## src/hdl/gcu_pkg.sv

```systemverilog
// shared constants and types for the general counter unit pair
package gcu_pkg;
  localparam int          GCU_NUM         = 2;          // independent counters
  localparam int          GCU_WIDTH       = 24;         // count register width
  localparam int          GCU_INC_WIDTH   = 8;          // reload increment width
  localparam int          GCU_FIFO_DEPTH  = 8;          // points held on chip
  localparam int          GCU_CONN_LINES  = 10;         // connector input lines
  localparam int          GCU_TRIG_LINES  = 7;          // system trigger lines
  localparam int          GCU_EXT_LINES   = 19;         // connector + trigger + two section triggers
  localparam int          GCU_DIO_CTR0    = 6;          // direction line for counter 0
  localparam int          GCU_DIO_CTR1    = 7;          // direction line for counter 1
  localparam logic [4:0]  GCU_SEL_TRIG    = 5'h0a;      // first system trigger code
  localparam logic [4:0]  GCU_SEL_BEGIN   = 5'h11;      // input section begin trigger code
  localparam logic [4:0]  GCU_SEL_END     = 5'h12;      // input section end trigger code
  localparam logic [4:0]  GCU_SEL_SIBLING = 5'h13;      // other counter (tc as source, output as gate)
  localparam logic [23:0] GCU_MIN_WIDTH   = 24'h000002; // shortest pulse width count
  localparam logic [23:0] GCU_ONE         = 24'h000001; // unit step
  localparam logic [23:0] GCU_COUNT_RST   = 24'h000000; // count after reset or halt

  // application the counter runs
  typedef enum logic [2:0] {
    simple_event_counting   = 3'h0,
    buffered_event_counting = 3'h1,
    buffered_period_measure = 3'h2,
    pulse_train_generation  = 3'h3,
    frequency_shift_keying  = 3'h4
  } gcu_app_type;

  // control actions
  typedef enum logic [2:0] {
    action_none           = 3'h0,
    configure_without_arm = 3'h1,
    arm_action            = 3'h2,
    configure_and_arm     = 3'h3,
    halt_and_clear        = 3'h4,
    direction_upward      = 3'h5,
    direction_downward    = 3'h6
  } gcu_action_type;

  // run state of one counter
  typedef enum logic [1:0] {
    st_idle  = 2'h0,
    st_ready = 2'h1,
    st_armed = 2'h2
  } gcu_state_type;

  // output phase during generation
  typedef enum logic {
    ph_low  = 1'b0,
    ph_high = 1'b1
  } gcu_phase_type;

  // parameter set; bit fields: 1 = falling edge / negative / line driven / down / strobe
  typedef struct packed {
    gcu_app_type                app;
    logic [4:0]                 count_source_select;
    logic                       source_edge_select;
    logic [4:0]                 gate_select;
    logic                       gate_polarity_select;
    logic                       gate_enable;
    logic [GCU_WIDTH-1:0]       initial_count_value;
    logic [GCU_WIDTH-1:0]       width_count_one;
    logic [GCU_WIDTH-1:0]       width_count_two;
    logic [GCU_WIDTH-1:0]       width_count_three;
    logic [GCU_WIDTH-1:0]       width_count_four;
    logic [GCU_INC_WIDTH-1:0]   reload_increment_amount;
    logic                       direction_control_select;
    logic                       direction_downward;
    logic                       output_behaviour_select;
    logic                       output_idle_level_select;
  } gcu_cfg_type;

  // one buffered data point
  typedef struct packed {
    logic                 unit;
    logic [GCU_WIDTH-1:0] value;
  } gcu_point_type;
endpackage

```

## src/hdl/gcu_counter_pair.sv

```systemverilog
// two general counter units with buffered point output
`timescale 1ns/1ps

// fifo of flip-flops, width and depth set by parameters
module gcu_fifo #(
  parameter int WIDTH = 25,
  parameter int DEPTH = 8
) (
  input  wire logic             sys_clk,   // system clock
  input  wire logic             rst,       // async reset, high
  input  wire logic [WIDTH-1:0] in_data,   // word to store
  input  wire logic             in_valid,  // word offered
  output logic                  in_ready,  // room left
  output logic [WIDTH-1:0]      out_data,  // oldest word
  output logic                  out_valid, // word available
  input  wire logic             out_ready  // drain accepts
);
  localparam int AW = $clog2(DEPTH);
  logic [WIDTH-1:0] mem [DEPTH];   // storage
  logic [AW-1:0]    wr_ptr;        // write index
  logic [AW-1:0]    rd_ptr;        // read index
  logic [AW:0]      fill;          // words held
  logic             do_wr;         // write this cycle
  logic             do_rd;         // read this cycle

  assign in_ready  = (fill != (AW+1)'(DEPTH));
  assign out_valid = (fill != '0);
  assign out_data  = mem[rd_ptr];
  assign do_wr     = in_valid & in_ready;
  assign do_rd     = out_valid & out_ready;

  // storage write, no reset needed on data
  always_ff @(posedge sys_clk) begin
    if (do_wr) begin
      mem[wr_ptr] <= in_data;
    end
  end

  // pointers and fill level; depth is a power of two so pointers wrap
  always_ff @(posedge sys_clk or posedge rst) begin
    if (rst) begin
      wr_ptr <= '0;
      rd_ptr <= '0;
      fill   <= '0;
    end else begin
      wr_ptr <= wr_ptr + AW'(do_wr);
      rd_ptr <= rd_ptr + AW'(do_rd);
      fill   <= fill + (AW+1)'(do_wr) - (AW+1)'(do_rd);
    end
  end
endmodule

module gcu_counter_pair (
  input  wire logic                                      sys_clk,                     // system clock
  input  wire logic                                      rst,                         // async reset, high
  input  wire logic [gcu_pkg::GCU_CONN_LINES-1:0]        connector_input_line,        // connector pins
  input  wire logic [gcu_pkg::GCU_TRIG_LINES-1:0]        system_trigger_line,         // system triggers
  input  wire logic                                      input_section_begin_trigger, // section start
  input  wire logic                                      input_section_end_trigger,   // section stop
  input  wire logic [7:0]                                dio_line,                    // digital lines
  input  wire gcu_pkg::gcu_cfg_type [1:0]                cfg,                         // parameter sets
  input  wire gcu_pkg::gcu_action_type [1:0]             action,                      // per-counter action
  output logic [1:0]                                     counter_out,                 // output pins
  output logic [1:0][gcu_pkg::GCU_WIDTH-1:0]             count_value,                 // live counts
  output logic [1:0]                                     armed,                       // counter running
  output logic [1:0]                                     overflow,                    // point lost
  output gcu_pkg::gcu_point_type                         point_data,                  // buffered point
  output logic                                           point_valid,                 // point offered
  input  wire logic                                      point_ready                  // host accepts
);
  import gcu_pkg::*;

  localparam int NSYNC = GCU_EXT_LINES + 2;

  logic [NSYNC-1:0]         sync1;       // first stage, read only by sync2
  logic [NSYNC-1:0]         sync2;       // second stage
  logic [NSYNC-1:0]         sync3;       // third stage
  logic [NSYNC-1:0]         filt;        // settled line levels
  logic [GCU_EXT_LINES-1:0] ext;         // settled selectable lines
  logic [1:0]               dir_line;    // settled direction lines
  logic [1:0]               tc_q;        // registered terminal count
  logic [1:0]               pend;        // point waiting per counter
  logic [1:0]               take;        // point moved into fifo
  gcu_point_type            pend_val [2];// waiting points
  gcu_point_type            fifo_in;     // arbitrated point
  gcu_point_type            fifo_out;    // fifo head
  logic                     fifo_in_rdy; // fifo has room
  logic                     fifo_out_vld;// fifo not empty
  logic                     fifo_out_rdy;// output stage can take

  // pick one selectable line or the sibling signal
  function automatic logic pick(input logic [4:0] sel, input logic [GCU_EXT_LINES-1:0] lines,
                                input logic sib);
    logic r;
    r = 1'b0;
    if (sel == GCU_SEL_SIBLING) begin
      r = sib;
    end else if (sel < GCU_SEL_SIBLING) begin
      r = lines[sel];
    end
    return r;
  endfunction

  // widths below the minimum are raised to it
  function automatic logic [GCU_WIDTH-1:0] wclamp(input logic [GCU_WIDTH-1:0] w);
    return (w < GCU_MIN_WIDTH) ? GCU_MIN_WIDTH : w;
  endfunction

  // three-stage input filter; a change is taken once stages two and three agree
  always_ff @(posedge sys_clk or posedge rst) begin
    if (rst) begin
      sync1 <= '0;
      sync2 <= '0;
      sync3 <= '0;
      filt  <= '0;
    end else begin
      sync1 <= {dio_line[GCU_DIO_CTR1], dio_line[GCU_DIO_CTR0], input_section_end_trigger,
                input_section_begin_trigger, system_trigger_line, connector_input_line};
      sync2 <= sync1;
      sync3 <= sync2;
      filt  <= (~(sync2 ^ sync3) & sync3) | ((sync2 ^ sync3) & filt);
    end
  end

  assign ext      = filt[GCU_EXT_LINES-1:0];
  assign dir_line = filt[NSYNC-1:GCU_EXT_LINES];

  genvar gi;
  generate
    for (gi = 0; gi < GCU_NUM; gi++) begin : g_unit
      gcu_cfg_type          act;        // parameters in force
      gcu_state_type        st;         // run state
      gcu_phase_type        phase;      // generation phase
      logic [GCU_WIDTH-1:0] cnt;        // count register
      logic [GCU_WIDTH-1:0] c1;         // live count-one value
      logic                 sw_down;    // software direction, 1 = down
      logic                 src_prev;   // last source level
      logic                 gate_prev;  // last gate level
      logic                 tog;        // toggle state of output
      logic                 src_now;    // selected source level
      logic                 gate_lvl;   // gate after polarity
      logic                 tick;       // counted source edge
      logic                 gen;        // generation application
      logic                 evt;        // event counting application
      logic                 down;       // effective direction
      logic                 run_ok;     // counting allowed now
      logic                 tc_now;     // terminal count this cycle
      logic                 push;       // capture a point
      logic                 prep;       // prepare action
      logic [GCU_WIDTH-1:0] w_hi;       // width for high phase
      logic [GCU_WIDTH-1:0] w_lo;       // width for next low phase

      // sibling source is its terminal count, sibling gate its output pin
      assign src_now  = pick(act.count_source_select, ext, tc_q[1-gi]);
      assign gate_lvl = pick(act.gate_select, ext, counter_out[1-gi]) ^ act.gate_polarity_select;
      assign tick     = act.source_edge_select ? (src_prev & ~src_now) : (~src_prev & src_now);
      assign gen      = (act.app == pulse_train_generation) | (act.app == frequency_shift_keying);
      assign evt      = (act.app == simple_event_counting) | (act.app == buffered_event_counting);
      // hardware direction samples the counter's own digital line
      assign down     = gen | (act.direction_control_select ? ~dir_line[gi] : sw_down);
      // period and fsk use the gate for their own purpose, not as an enable
      assign run_ok   = (st == st_armed) & ((act.app == buffered_period_measure) |
                        (act.app == frequency_shift_keying) | ~act.gate_enable | gate_lvl);
      assign tc_now   = tick & run_ok & down & (cnt == GCU_ONE);
      assign push     = (st == st_armed) & gate_lvl & ~gate_prev &
                        ((act.app == buffered_event_counting) | (act.app == buffered_period_measure));
      assign prep     = (action[gi] == configure_without_arm) | (action[gi] == configure_and_arm);
      // fsk: gate inactive selects widths three and four
      assign w_hi     = (act.app == frequency_shift_keying & ~gate_lvl) ? act.width_count_four
                                                                        : act.width_count_two;
      assign w_lo     = (act.app == frequency_shift_keying & ~gate_lvl) ? act.width_count_three
                                                                        : c1 + {16'h0000, act.reload_increment_amount};

      // parameter capture and run state; host edits cfg freely until prepare
      always_ff @(posedge sys_clk or posedge rst) begin
        if (rst) begin
          act <= '0;
          st  <= st_idle;
        end else begin
          if (prep) begin
            act <= cfg[gi];
          end
          unique case (action[gi])
            configure_without_arm: st <= st_ready;
            configure_and_arm:     st <= st_armed;
            arm_action:            st <= (st == st_idle) ? st_idle : st_armed;
            halt_and_clear:        st <= st_idle;
            default:               st <= st;
          endcase
        end
      end

      // software direction: default up, preset at prepare, changed by actions in event counting
      always_ff @(posedge sys_clk or posedge rst) begin
        if (rst) begin
          sw_down <= 1'b0;
        end else if (prep) begin
          sw_down <= cfg[gi].direction_downward;
        end else if (evt & ~act.direction_control_select) begin
          if (action[gi] == direction_upward) begin
            sw_down <= 1'b0;
          end else if (action[gi] == direction_downward) begin
            sw_down <= 1'b1;
          end
        end
      end

      // count register, phase and auto-incremented count one
      always_ff @(posedge sys_clk or posedge rst) begin
        if (rst) begin
          cnt   <= GCU_COUNT_RST;
          c1    <= GCU_COUNT_RST;
          phase <= ph_low;
        end else if (prep) begin
          phase <= ph_low;
          c1    <= cfg[gi].width_count_one;
          // generation starts on the first low phase, counting starts from the initial value
          if ((cfg[gi].app == pulse_train_generation) | (cfg[gi].app == frequency_shift_keying)) begin
            cnt <= wclamp((cfg[gi].app == frequency_shift_keying) ? cfg[gi].width_count_three
                                                                   : cfg[gi].width_count_one);
          end else begin
            cnt <= cfg[gi].initial_count_value;
          end
        end else if (action[gi] == halt_and_clear) begin
          cnt <= GCU_COUNT_RST;
        end else if (push & (act.app == buffered_period_measure)) begin
          // period restart; a source edge in this cycle is counted in the new period
          cnt <= tick ? GCU_ONE : GCU_COUNT_RST;
        end else if (gen & tc_now) begin
          phase <= (phase == ph_low) ? ph_high : ph_low;
          if (phase == ph_low) begin
            cnt <= wclamp(w_hi);
          end else begin
            cnt <= wclamp(w_lo);
            if (~(act.app == frequency_shift_keying & ~gate_lvl)) begin
              c1 <= w_lo;
            end
          end
        end else if (tick & run_ok) begin
          cnt <= down ? cnt - GCU_ONE : cnt + GCU_ONE;
        end
      end

      // output pin: toggle or one-clock strobe, then idle level
      always_ff @(posedge sys_clk or posedge rst) begin
        if (rst) begin
          tog             <= 1'b0;
          counter_out[gi] <= 1'b0;
          tc_q[gi]        <= 1'b0;
        end else if (prep | (action[gi] == halt_and_clear)) begin
          tog             <= 1'b0;
          counter_out[gi] <= prep ? cfg[gi].output_idle_level_select : act.output_idle_level_select;
          tc_q[gi]        <= 1'b0;
        end else begin
          tog             <= tog ^ tc_now;
          counter_out[gi] <= (act.output_behaviour_select ? tc_now : tog ^ tc_now)
                             ^ act.output_idle_level_select;
          tc_q[gi]        <= tc_now;
        end
      end

      // edge history and status
      always_ff @(posedge sys_clk or posedge rst) begin
        if (rst) begin
          src_prev        <= 1'b0;
          gate_prev       <= 1'b0;
          armed[gi]       <= 1'b0;
          count_value[gi] <= GCU_COUNT_RST;
        end else begin
          src_prev        <= src_now;
          gate_prev       <= gate_lvl;
          armed[gi]       <= (st == st_armed);
          count_value[gi] <= cnt;
        end
      end

      // waiting point; a new capture wins over the hand-off, a capture onto a stuck point overwrites it
      always_ff @(posedge sys_clk or posedge rst) begin
        if (rst) begin
          pend[gi]     <= 1'b0;
          pend_val[gi] <= '0;
          overflow[gi] <= 1'b0;
        end else begin
          if (push) begin
            pend[gi]     <= 1'b1;
            pend_val[gi] <= '{unit: 1'(gi), value: cnt};
          end else if (take[gi]) begin
            pend[gi]     <= 1'b0;
          end
          if (push & pend[gi] & ~take[gi]) begin
            overflow[gi] <= 1'b1;
          end else if (prep) begin
            overflow[gi] <= 1'b0;
          end
        end
      end
    end
  endgenerate

  // counter 0 has priority into the fifo; a full fifo holds both points back
  assign take    = {pend[1] & ~pend[0], pend[0]} & {2{fifo_in_rdy}};
  assign fifo_in = pend[0] ? pend_val[0] : pend_val[1];

  gcu_fifo #(
    .WIDTH ($bits(gcu_point_type)),
    .DEPTH (GCU_FIFO_DEPTH)
  ) u_fifo (
    .sys_clk   (sys_clk),
    .rst       (rst),
    .in_data   (fifo_in),
    .in_valid  (pend[0] | pend[1]),
    .in_ready  (fifo_in_rdy),
    .out_data  (fifo_out),
    .out_valid (fifo_out_vld),
    .out_ready (fifo_out_rdy)
  );

  assign fifo_out_rdy = ~point_valid | point_ready;

  // registered output stage toward the host
  always_ff @(posedge sys_clk or posedge rst) begin
    if (rst) begin
      point_valid <= 1'b0;
      point_data  <= '0;
    end else if (fifo_out_rdy) begin
      point_valid <= fifo_out_vld;
      point_data  <= fifo_out;
    end
  end
endmodule

```

## config.mk

```make
export PLATFORM = sky130hd
export DESIGN_NAME = gcu_counter_pair
export DESIGN_NICKNAME = d
export VERILOG_FILES = /design/src/hdl/gcu_pkg.sv /design/src/hdl/gcu_counter_pair.sv
export SDC_FILE = /design/constraint.sdc
export NUM_CORES = 2
export LEC_CHECK = 0
export ABC_AREA = 1
export BUFFER_PORTS_ARGS = -buffer_cell sky130_fd_sc_hd__buf_2
export CORE_AREA = 2 2 250 252
export DETAILED_ROUTE_END_ITERATION = 10
export DIE_AREA = 0 0 252 254
export GPL_TIMING_DRIVEN = 0
export PLACE_DENSITY = 0.77
export SLEW_MARGIN = 20
export SYNTH_ARGS = -nofsm -noshare
export SYNTH_HDL_FRONTEND = slang
export SYNTH_SLANG_ARGS = --single-unit
```

## constraint.sdc

```tcl
create_clock -name sys_clk -period 19.4 [get_ports sys_clk]
set_input_delay 2.91 -clock sys_clk [delete_from_list [all_inputs] [get_ports sys_clk]]
set_output_delay 2.91 -clock sys_clk [all_outputs]
set_load 0.005 [all_outputs]
```

### Word-level counts from Yosys, hierarchy flattened

Memory sizes are Yosys's and may differ from the RTL's. A register that Yosys moved wholly into a read port is not among the register bits.
Index checks and enable logic that the tools add are counted.
Widths: inputs -> output; s select.

| word-level totals | value |
|---|---|
| register bits after elaboration | 510 |
| bits in writable memories | 200 |
| input bits | 332 |
| output and inout bits | 80 |
| word-level logic and storage cells | 346 |
| memories | 1 |

| cells by class | value |
|---|---|
| add/sub/neg operators | 10 |
| magnitude comparators | 14 |
| equal/unequal tests | 39 |
| muxes and demuxes | 105 |
| bitwise operators | 85 |
| reduce and logical (&&, ||, !) cells | 27 |

Memories:

| name | depth | bits a word | read ports | clocked after memory_dff | write ports | line | RTL |
|---|---|---|---|---|---|---|---|
| u_fifo.mem | 8 | 25 | 1 | 1 | 1 | gcu_counter_pair.sv:19 | `logic [WIDTH-1:0] mem [DEPTH];` |

Operators with widths:

| operator | count |
|---|---|
| $mux 24 | 40 |
| $lt 24x2->1 const B | 6 |
| $mux 1 | 56 |
| $add 24x1->24 const B | 2 |
| $add 24x8->24 | 2 |
| $eq 24x1->1 const B | 2 |
| $sub 24x1->24 const B | 2 |
| $and 21x21->21 | 2 |
| $and 1x1->1 | 33 |
| $eq 3x2->1 const B | 10 |
| $eq 3x3->1 const B | 10 |
| $mux 25 | 1 |
| $lt 5x6->1 const B | 4 |
| $or 1x1->1 | 22 |
| $not 21->21 | 1 |
| $or 21x21->21 | 1 |
| $xor 21x21->21 | 1 |
| $bmux 1 s5 | 4 |
| $eq 5x5->1 const B | 4 |
| $lt 5x5->1 const B | 4 |
| $reduce_bool 2->1 | 10 |
| $not 1->1 | 18 |
| $pmux 2 s4 | 2 |
| $eq 3x1->1 const B | 4 |
| other kinds (17) | 39 |

### Logic depth before layout (Yosys ltp)

| depth | value |
|---|---|
| depth in word-level cells | 15 |
| mapped depth | 27 |

### By module

From an unflattened synthesis, not the netlist that was laid out.

| second synthesis, totals | value |
|---|---|
| cells, all modules | 4539 |
| area, all modules | 36945.4 um^2 |

By module, submodules not included:

| module | times used | cells an instance | area an instance (um^2) |
|---|---|---|---|
| gcu_counter_pair | 1 | 3616 | 27675.3 |
| gcu_fifo | 1 | 923 | 9270.1 |

### Worst setup path before layout

No wires, ideal clock.

| timing path | value |
|---|---|
| path kind | input -> register |
| start point | input cfg[145] (netlist bit) |
| end point | register g_unit[0].cnt[1] |
| data arrival time | 4.750 ns |
| required time | 19.323 ns |
| slack | 14.572 ns |
| cell stages on the path | 12 |
| path through | nor3_1 > buf_2 > buf_1 > mux2i_1 > nand4_1 > nor4_1 > nand4_1 > nand3_1 > o21ai_0 > o21ai_0 > inv_1 > a21oi_1 |

| between the ends | value |
|---|---|
| cells in the longest elaborated chain, start to end | 6 |

RTL lines:

| what | line | RTL |
|---|---|---|
| start: declaration | gcu_counter_pair.sv:61 | `input wire gcu_pkg::gcu_cfg_type [1:0] cfg,` |
| $eq 3x3->1 | gcu_counter_pair.sv:218, gcu_counter_pair.sv:219 |  |
| $mux 24 | gcu_counter_pair.sv:219 | `cnt <= wclamp((cfg[gi].app == frequency_shift_keying) ? cfg[gi].width_count_three` |
| $lt 24x2->1 | gcu_counter_pair.sv:106 | `return (w < GCU_MIN_WIDTH) ? GCU_MIN_WIDTH : w;` |
| $mux 24 | gcu_counter_pair.sv:106 |  |
| $mux 24 * | gcu_counter_pair.sv:218 | `if ((cfg[gi].app == pulse_train_generation) \| (cfg[gi].app == frequency_shift_keying)) begin` |
| $mux 24 * | gcu_counter_pair.sv:214 | `end else if (prep) begin` |
| end signal: assignment | gcu_counter_pair.sv:219 |  |
| end signal: assignment | gcu_counter_pair.sv:222 | `cnt <= cfg[gi].initial_count_value;` |
| end signal: assignment | gcu_counter_pair.sv:228 | `cnt <= tick ? GCU_ONE : GCU_COUNT_RST;` |
| end: declaration | gcu_counter_pair.sv:134 | `logic [GCU_WIDTH-1:0] cnt;` |

Mark *: on every way between the ends. The rest lies on a longest branch, timed or not.
A chain may end at the register's enable or synchronous reset.

### Final worst setup path

| timing path | value |
|---|---|
| start point | input cfg[147] (netlist bit) |
| end point | register g_unit[0].cnt[1] |

Same word-level chain as after synthesis.

==> run_results.csv <==
group,metric,value,unit
logic_synthesis,synth_fp_nets,4557,
power_and_ir_drop,switching_share,0.3838,
run_status,outcome,"complete, no violations",
clock_network,cts_max_path_buffers,3,
floorplan,core_area,0.06126,mm²
sta,rsz0062_at_grt,"no",
cells_and_area,final_layout_size_suffix_gt1_frac,0.1324,
placement,post_dp_cell_area,0.03927,mm²
sta,clock.fmax,160.7,MHz
power_and_ir_drop,p_seq_frac,0.387,
global_route,grt_first_pass_wirelength,185100,µm
worst_setup_path,crit_required,19.94,ns
logic_synthesis,synth_warnings,0,
sta,skew,0.03605,ns
power_and_ir_drop,p_per_area,135.2,mW/mm²
worst_setup_path,end_kind,"flop",
cells_and_area,fin_nets,5058,
placement,dp_cells,5400,
sta,setup_violations,0,
worst_setup_path,crit_arrival,6.76,ns
worst_setup_path,r2r_cells,12,
clock_network,cts_buffers,78,
worst_setup_path,crit_start,"cfg[147]",
global_route,overflow,0,
placement,place_congestion,1.020,
clock_network,clkTransAtPathRegs,0.06,ns
power_and_ir_drop,total_power,0.005688,W
logic_synthesis,syn_inst,4190,
logic_synthesis,synth_edf_count,200,
logic_synthesis,syn-cell-area,0.03586,mm²
floorplan,chipWidth,252,µm
sta,slew_viol_final,0,
sta,finalHoldViolCount,0,
logic_synthesis,ys_ff_latch,735,
worst_setup_path,crit_type,"in2reg",
floorplan,die_h,254,µm
cells_and_area,instances_no_fill,5551,
route,dr_wl_met3,11150,µm
route,postRouteAntennaNets,0,
route,met2_length,56740,µm
job,maxCapViolCount,0,
hold_path,hp-class,"reg2reg",
floorplan,dieArea,0.06401,mm²
power_and_ir_drop,power.static_leakage,19.58,nW
placement,dp_hpwl,93830,µm
route,drc_errors,0,
logic_synthesis,yosys.cell_types.count,52,
clock_network,cts_hold_buf,0,
route,top_layer,"met5",
route,viasPerCell,5.832,
cells_and_area,layout_commonest_cell,"nand2_1",
clock_network,post_cts_buffers,0,
power_and_ir_drop,peakVddDrop,88.36,µV
power_and_ir_drop,p_comb_frac,0.331,
power_and_ir_drop,clkPwrFrac,0.282,
route,via_count,32380,
logic_synthesis,synthFlopType,"dfrtp_1",
clock_network,htree_num_levels,3,
clock_network,cts_tree,"yes",
placement,port_buffers,405,
global_route,grt_max_degree,106,
sta,final.period_utilization,0.3207,
logic_synthesis,async_flop_share,0.7279,
route,wire_per_inst,22.21,µm
sta,slew_headroom,0.2947,
cells_and_area,design_area,0.04208,mm²
sta,max_slew.worst_pin.slew,1.050,ns
cells_and_area,layout_common_cells,"1217 x nand2_1, 535 x dfrtp_1, 463 x o21ai_0, 434 x buf_2, 400 x inv_1",
floorplan,floorplan.initialDensity,0.5854,
floorplan,io_pins,412,
clock_network,clk_latency,0.64,ns
floorplan,placementRows,91,
sta,min_period,6.222,ns
worst_setup_path,reg2reg_slack,15.69,ns
worst_setup_path,crit-reg2reg-launch,"g_unit[1].act[145]",
cells_and_area,synthToLayoutAreaGrowth,17.35,%
clock_network,numClockSinks,735,
power_and_ir_drop,p_int,0.003505,W
clock_network,cts-root-buf,"clkbuf_16",
route,drtPass1Iterations,6,
worst_setup_path,r2r-end,"g_unit[1].c1[22]",
cells_and_area,n_fill_cell,4953,
global_route,grtUsageTotal,0.3851,
route,wl_met1,49960,µm
logic_synthesis,syn_avg_cell_area,8.558,µm²
route,initialDrtViolationCount,3549,
logic_synthesis,seq_area_frac_synth,0.5408,
worst_setup_path,critPathLaunchType,"input pin",
route,routed_wl,123300,µm
worst_setup_path,worstPathMaxFanout,10,
clock_network,post_cts_resized,0,
worst_setup_path,cp-endpoint,"g_unit[0].cnt[1]",
global_route,grt_pass1_vias,30880,
power_and_ir_drop,switching_power,0.002183,W
global_route,antenna_found_initial,8,
## kinds of logic after synthesis
logic type / after synthesis / share of synthesized area
and+or+nand+nor: 1756 / 0.2007
AOI/OAI and AO/OA: 850 / 0.1294
DFF: 735 / 0.5408
buffers and inverters: 631 / 0.06818
xor gates and xnor gates: 89 / 0.02174
muxes: 73 / 0.02038
adders and majority gates: 56 / 0.01870
## worst min-delay path by stage
stage | endpoint | cells after the start | start | slack, ns
5_1_grt | sync2[19] | 0 | sync1[19] | 0.35
4_1_cts | sync2[19] | 0 | sync1[19] | 0.35
3_5_place_dp | sync2[10] | 0 | sync1[10] | 0.33
3_3_place_gp | sync2[9] | 0 | sync1[9] | 0.33
2_1_floorplan | sync2[0] | 0 | sync1[0] | 0.33
6_report | sync2[19] | 0 | sync1[19] | 0.35
## flip-flops by register name, summed over array words and instances (netlist names), 3 cells and up, named ones only
name / count
g_unit.cnt: 48
count_value: 48
g_unit.c1: 48
point_data: 25
sync1: 21
pend_val: 49
sync3: 21
u_fifo.rd_ptr: 3
u_fifo.fill: 4
g_unit.act: 198
u_fifo.mem: 200
sync2: 21
u_fifo.wr_ptr: 3
g_unit.st: 4
## synth_stat cells, types with 5 or more instances
cell | n | area [µm²]
or2_2 | 5 | 31.28
o21ai_1 | 22 | 110.1
a21oi_1 | 192 | 960.9
nand2_1 | 1217 | 4568
a31oi_1 | 20 | 125.1
buf_4 | 8 | 60.06
xnor2_1 | 15 | 131.4
clkbuf_1 | 163 | 611.8
edfxtp_1 | 200 | 6006
buf_1 | 9 | 33.78
buf_2 | 29 | 145.1
clkinv_1 | 7 | 26.28
ha_1 | 32 | 400.4
nor3_1 | 33 | 165.2
a21boi_0 | 5 | 37.54
maj3_1 | 21 | 210.2
mux2i_1 | 73 | 730.7
nor2_1 | 241 | 904.6
o31ai_1 | 8 | 60.06
o211ai_1 | 103 | 773.2
nand3_1 | 148 | 740.7
nor4_1 | 17 | 106.4
o21ai_0 | 475 | 2377
o21a_1 | 14 | 105.1
inv_2 | 12 | 45.04
nand4_1 | 72 | 450.4
dfrtp_1 | 535 | 13390
inv_1 | 401 | 1505
xor2_1 | 74 | 648.1
## through the flow
step	hold WS [ns]	util	setup WS (ns)	setup TNS, ns
2_1_floorplan	0.3312	-	1.538	0
3_3_place_gp	0.3328	0.6346	-3.910	-2058.24
3_5_place_dp	0.3347	0.6411	12.88	0
4_1_cts	0.3482	0.6867	13.50	0
5_1_grt	0.3546	0.6869	13.19	0
6_report	0.3460	0.6870	13.18	0
## power groups by stage
stage / clock network (W) / registers, W / logic (W)
after floorplan: 0 / 0.00215 / 0.00115
after global placement: 0 / 0.00221 / 0.00178
after detailed placement: 0 / 0.00222 / 0.00182
after CTS: 0.00161 / 0.00219 / 0.00184
after global routing: 0.00167 / 0.00223 / 0.00207
final: 0.00161 / 0.00220 / 0.00188
## routing by layer
| metal | GRT usage | vias up |
|---|---|---|
| met4 | 0.1586 | 10 |
| li1 | - | 14850 |
| met3 | 0.07293 | 315 |
| met5 | 0 | - |
| met1 | 0.5274 | 15470 |
| met2 | 0.6079 | 1734 |
## critical path: stages
cell and delay (ns):
buf_2 0.13, inv_1 0.09, nor3_1 0.35, buf_2 0.38
buf_1 0.45, mux2i_1 0.50, nand4_1 0.22, nor4_1 0.47
nand4_1 0.23, nand3_1 0.14, o21ai_0 0.23, o21ai_0 0.42
inv_1 0.09, a21oi_1 0.16
## area by class of cell
| cell class | instances | area (µm²) | area share |
|---|---|---|---|
| flip-flops and latches | 735 | 19390 | 0.4609 |
| repair buffers | 421 | 2362 | 0.05614 |
| well taps | 790 | 988.4 | 0.02349 |
| clock buffers | 106 | 2197 | 0.05221 |
| plain buffers | 210 | 862.1 | 0.02049 |
| diodes | 4 | 10.01 | 0.0002379 |
| multi-input cells | 2824 | 14080 | 0.3346 |
| inverters | 421 | 1590 | 0.03779 |
| clock inverters | 40 | 595.6 | 0.01415 |
Note: power is estimated with default switching activity, not from simulation.
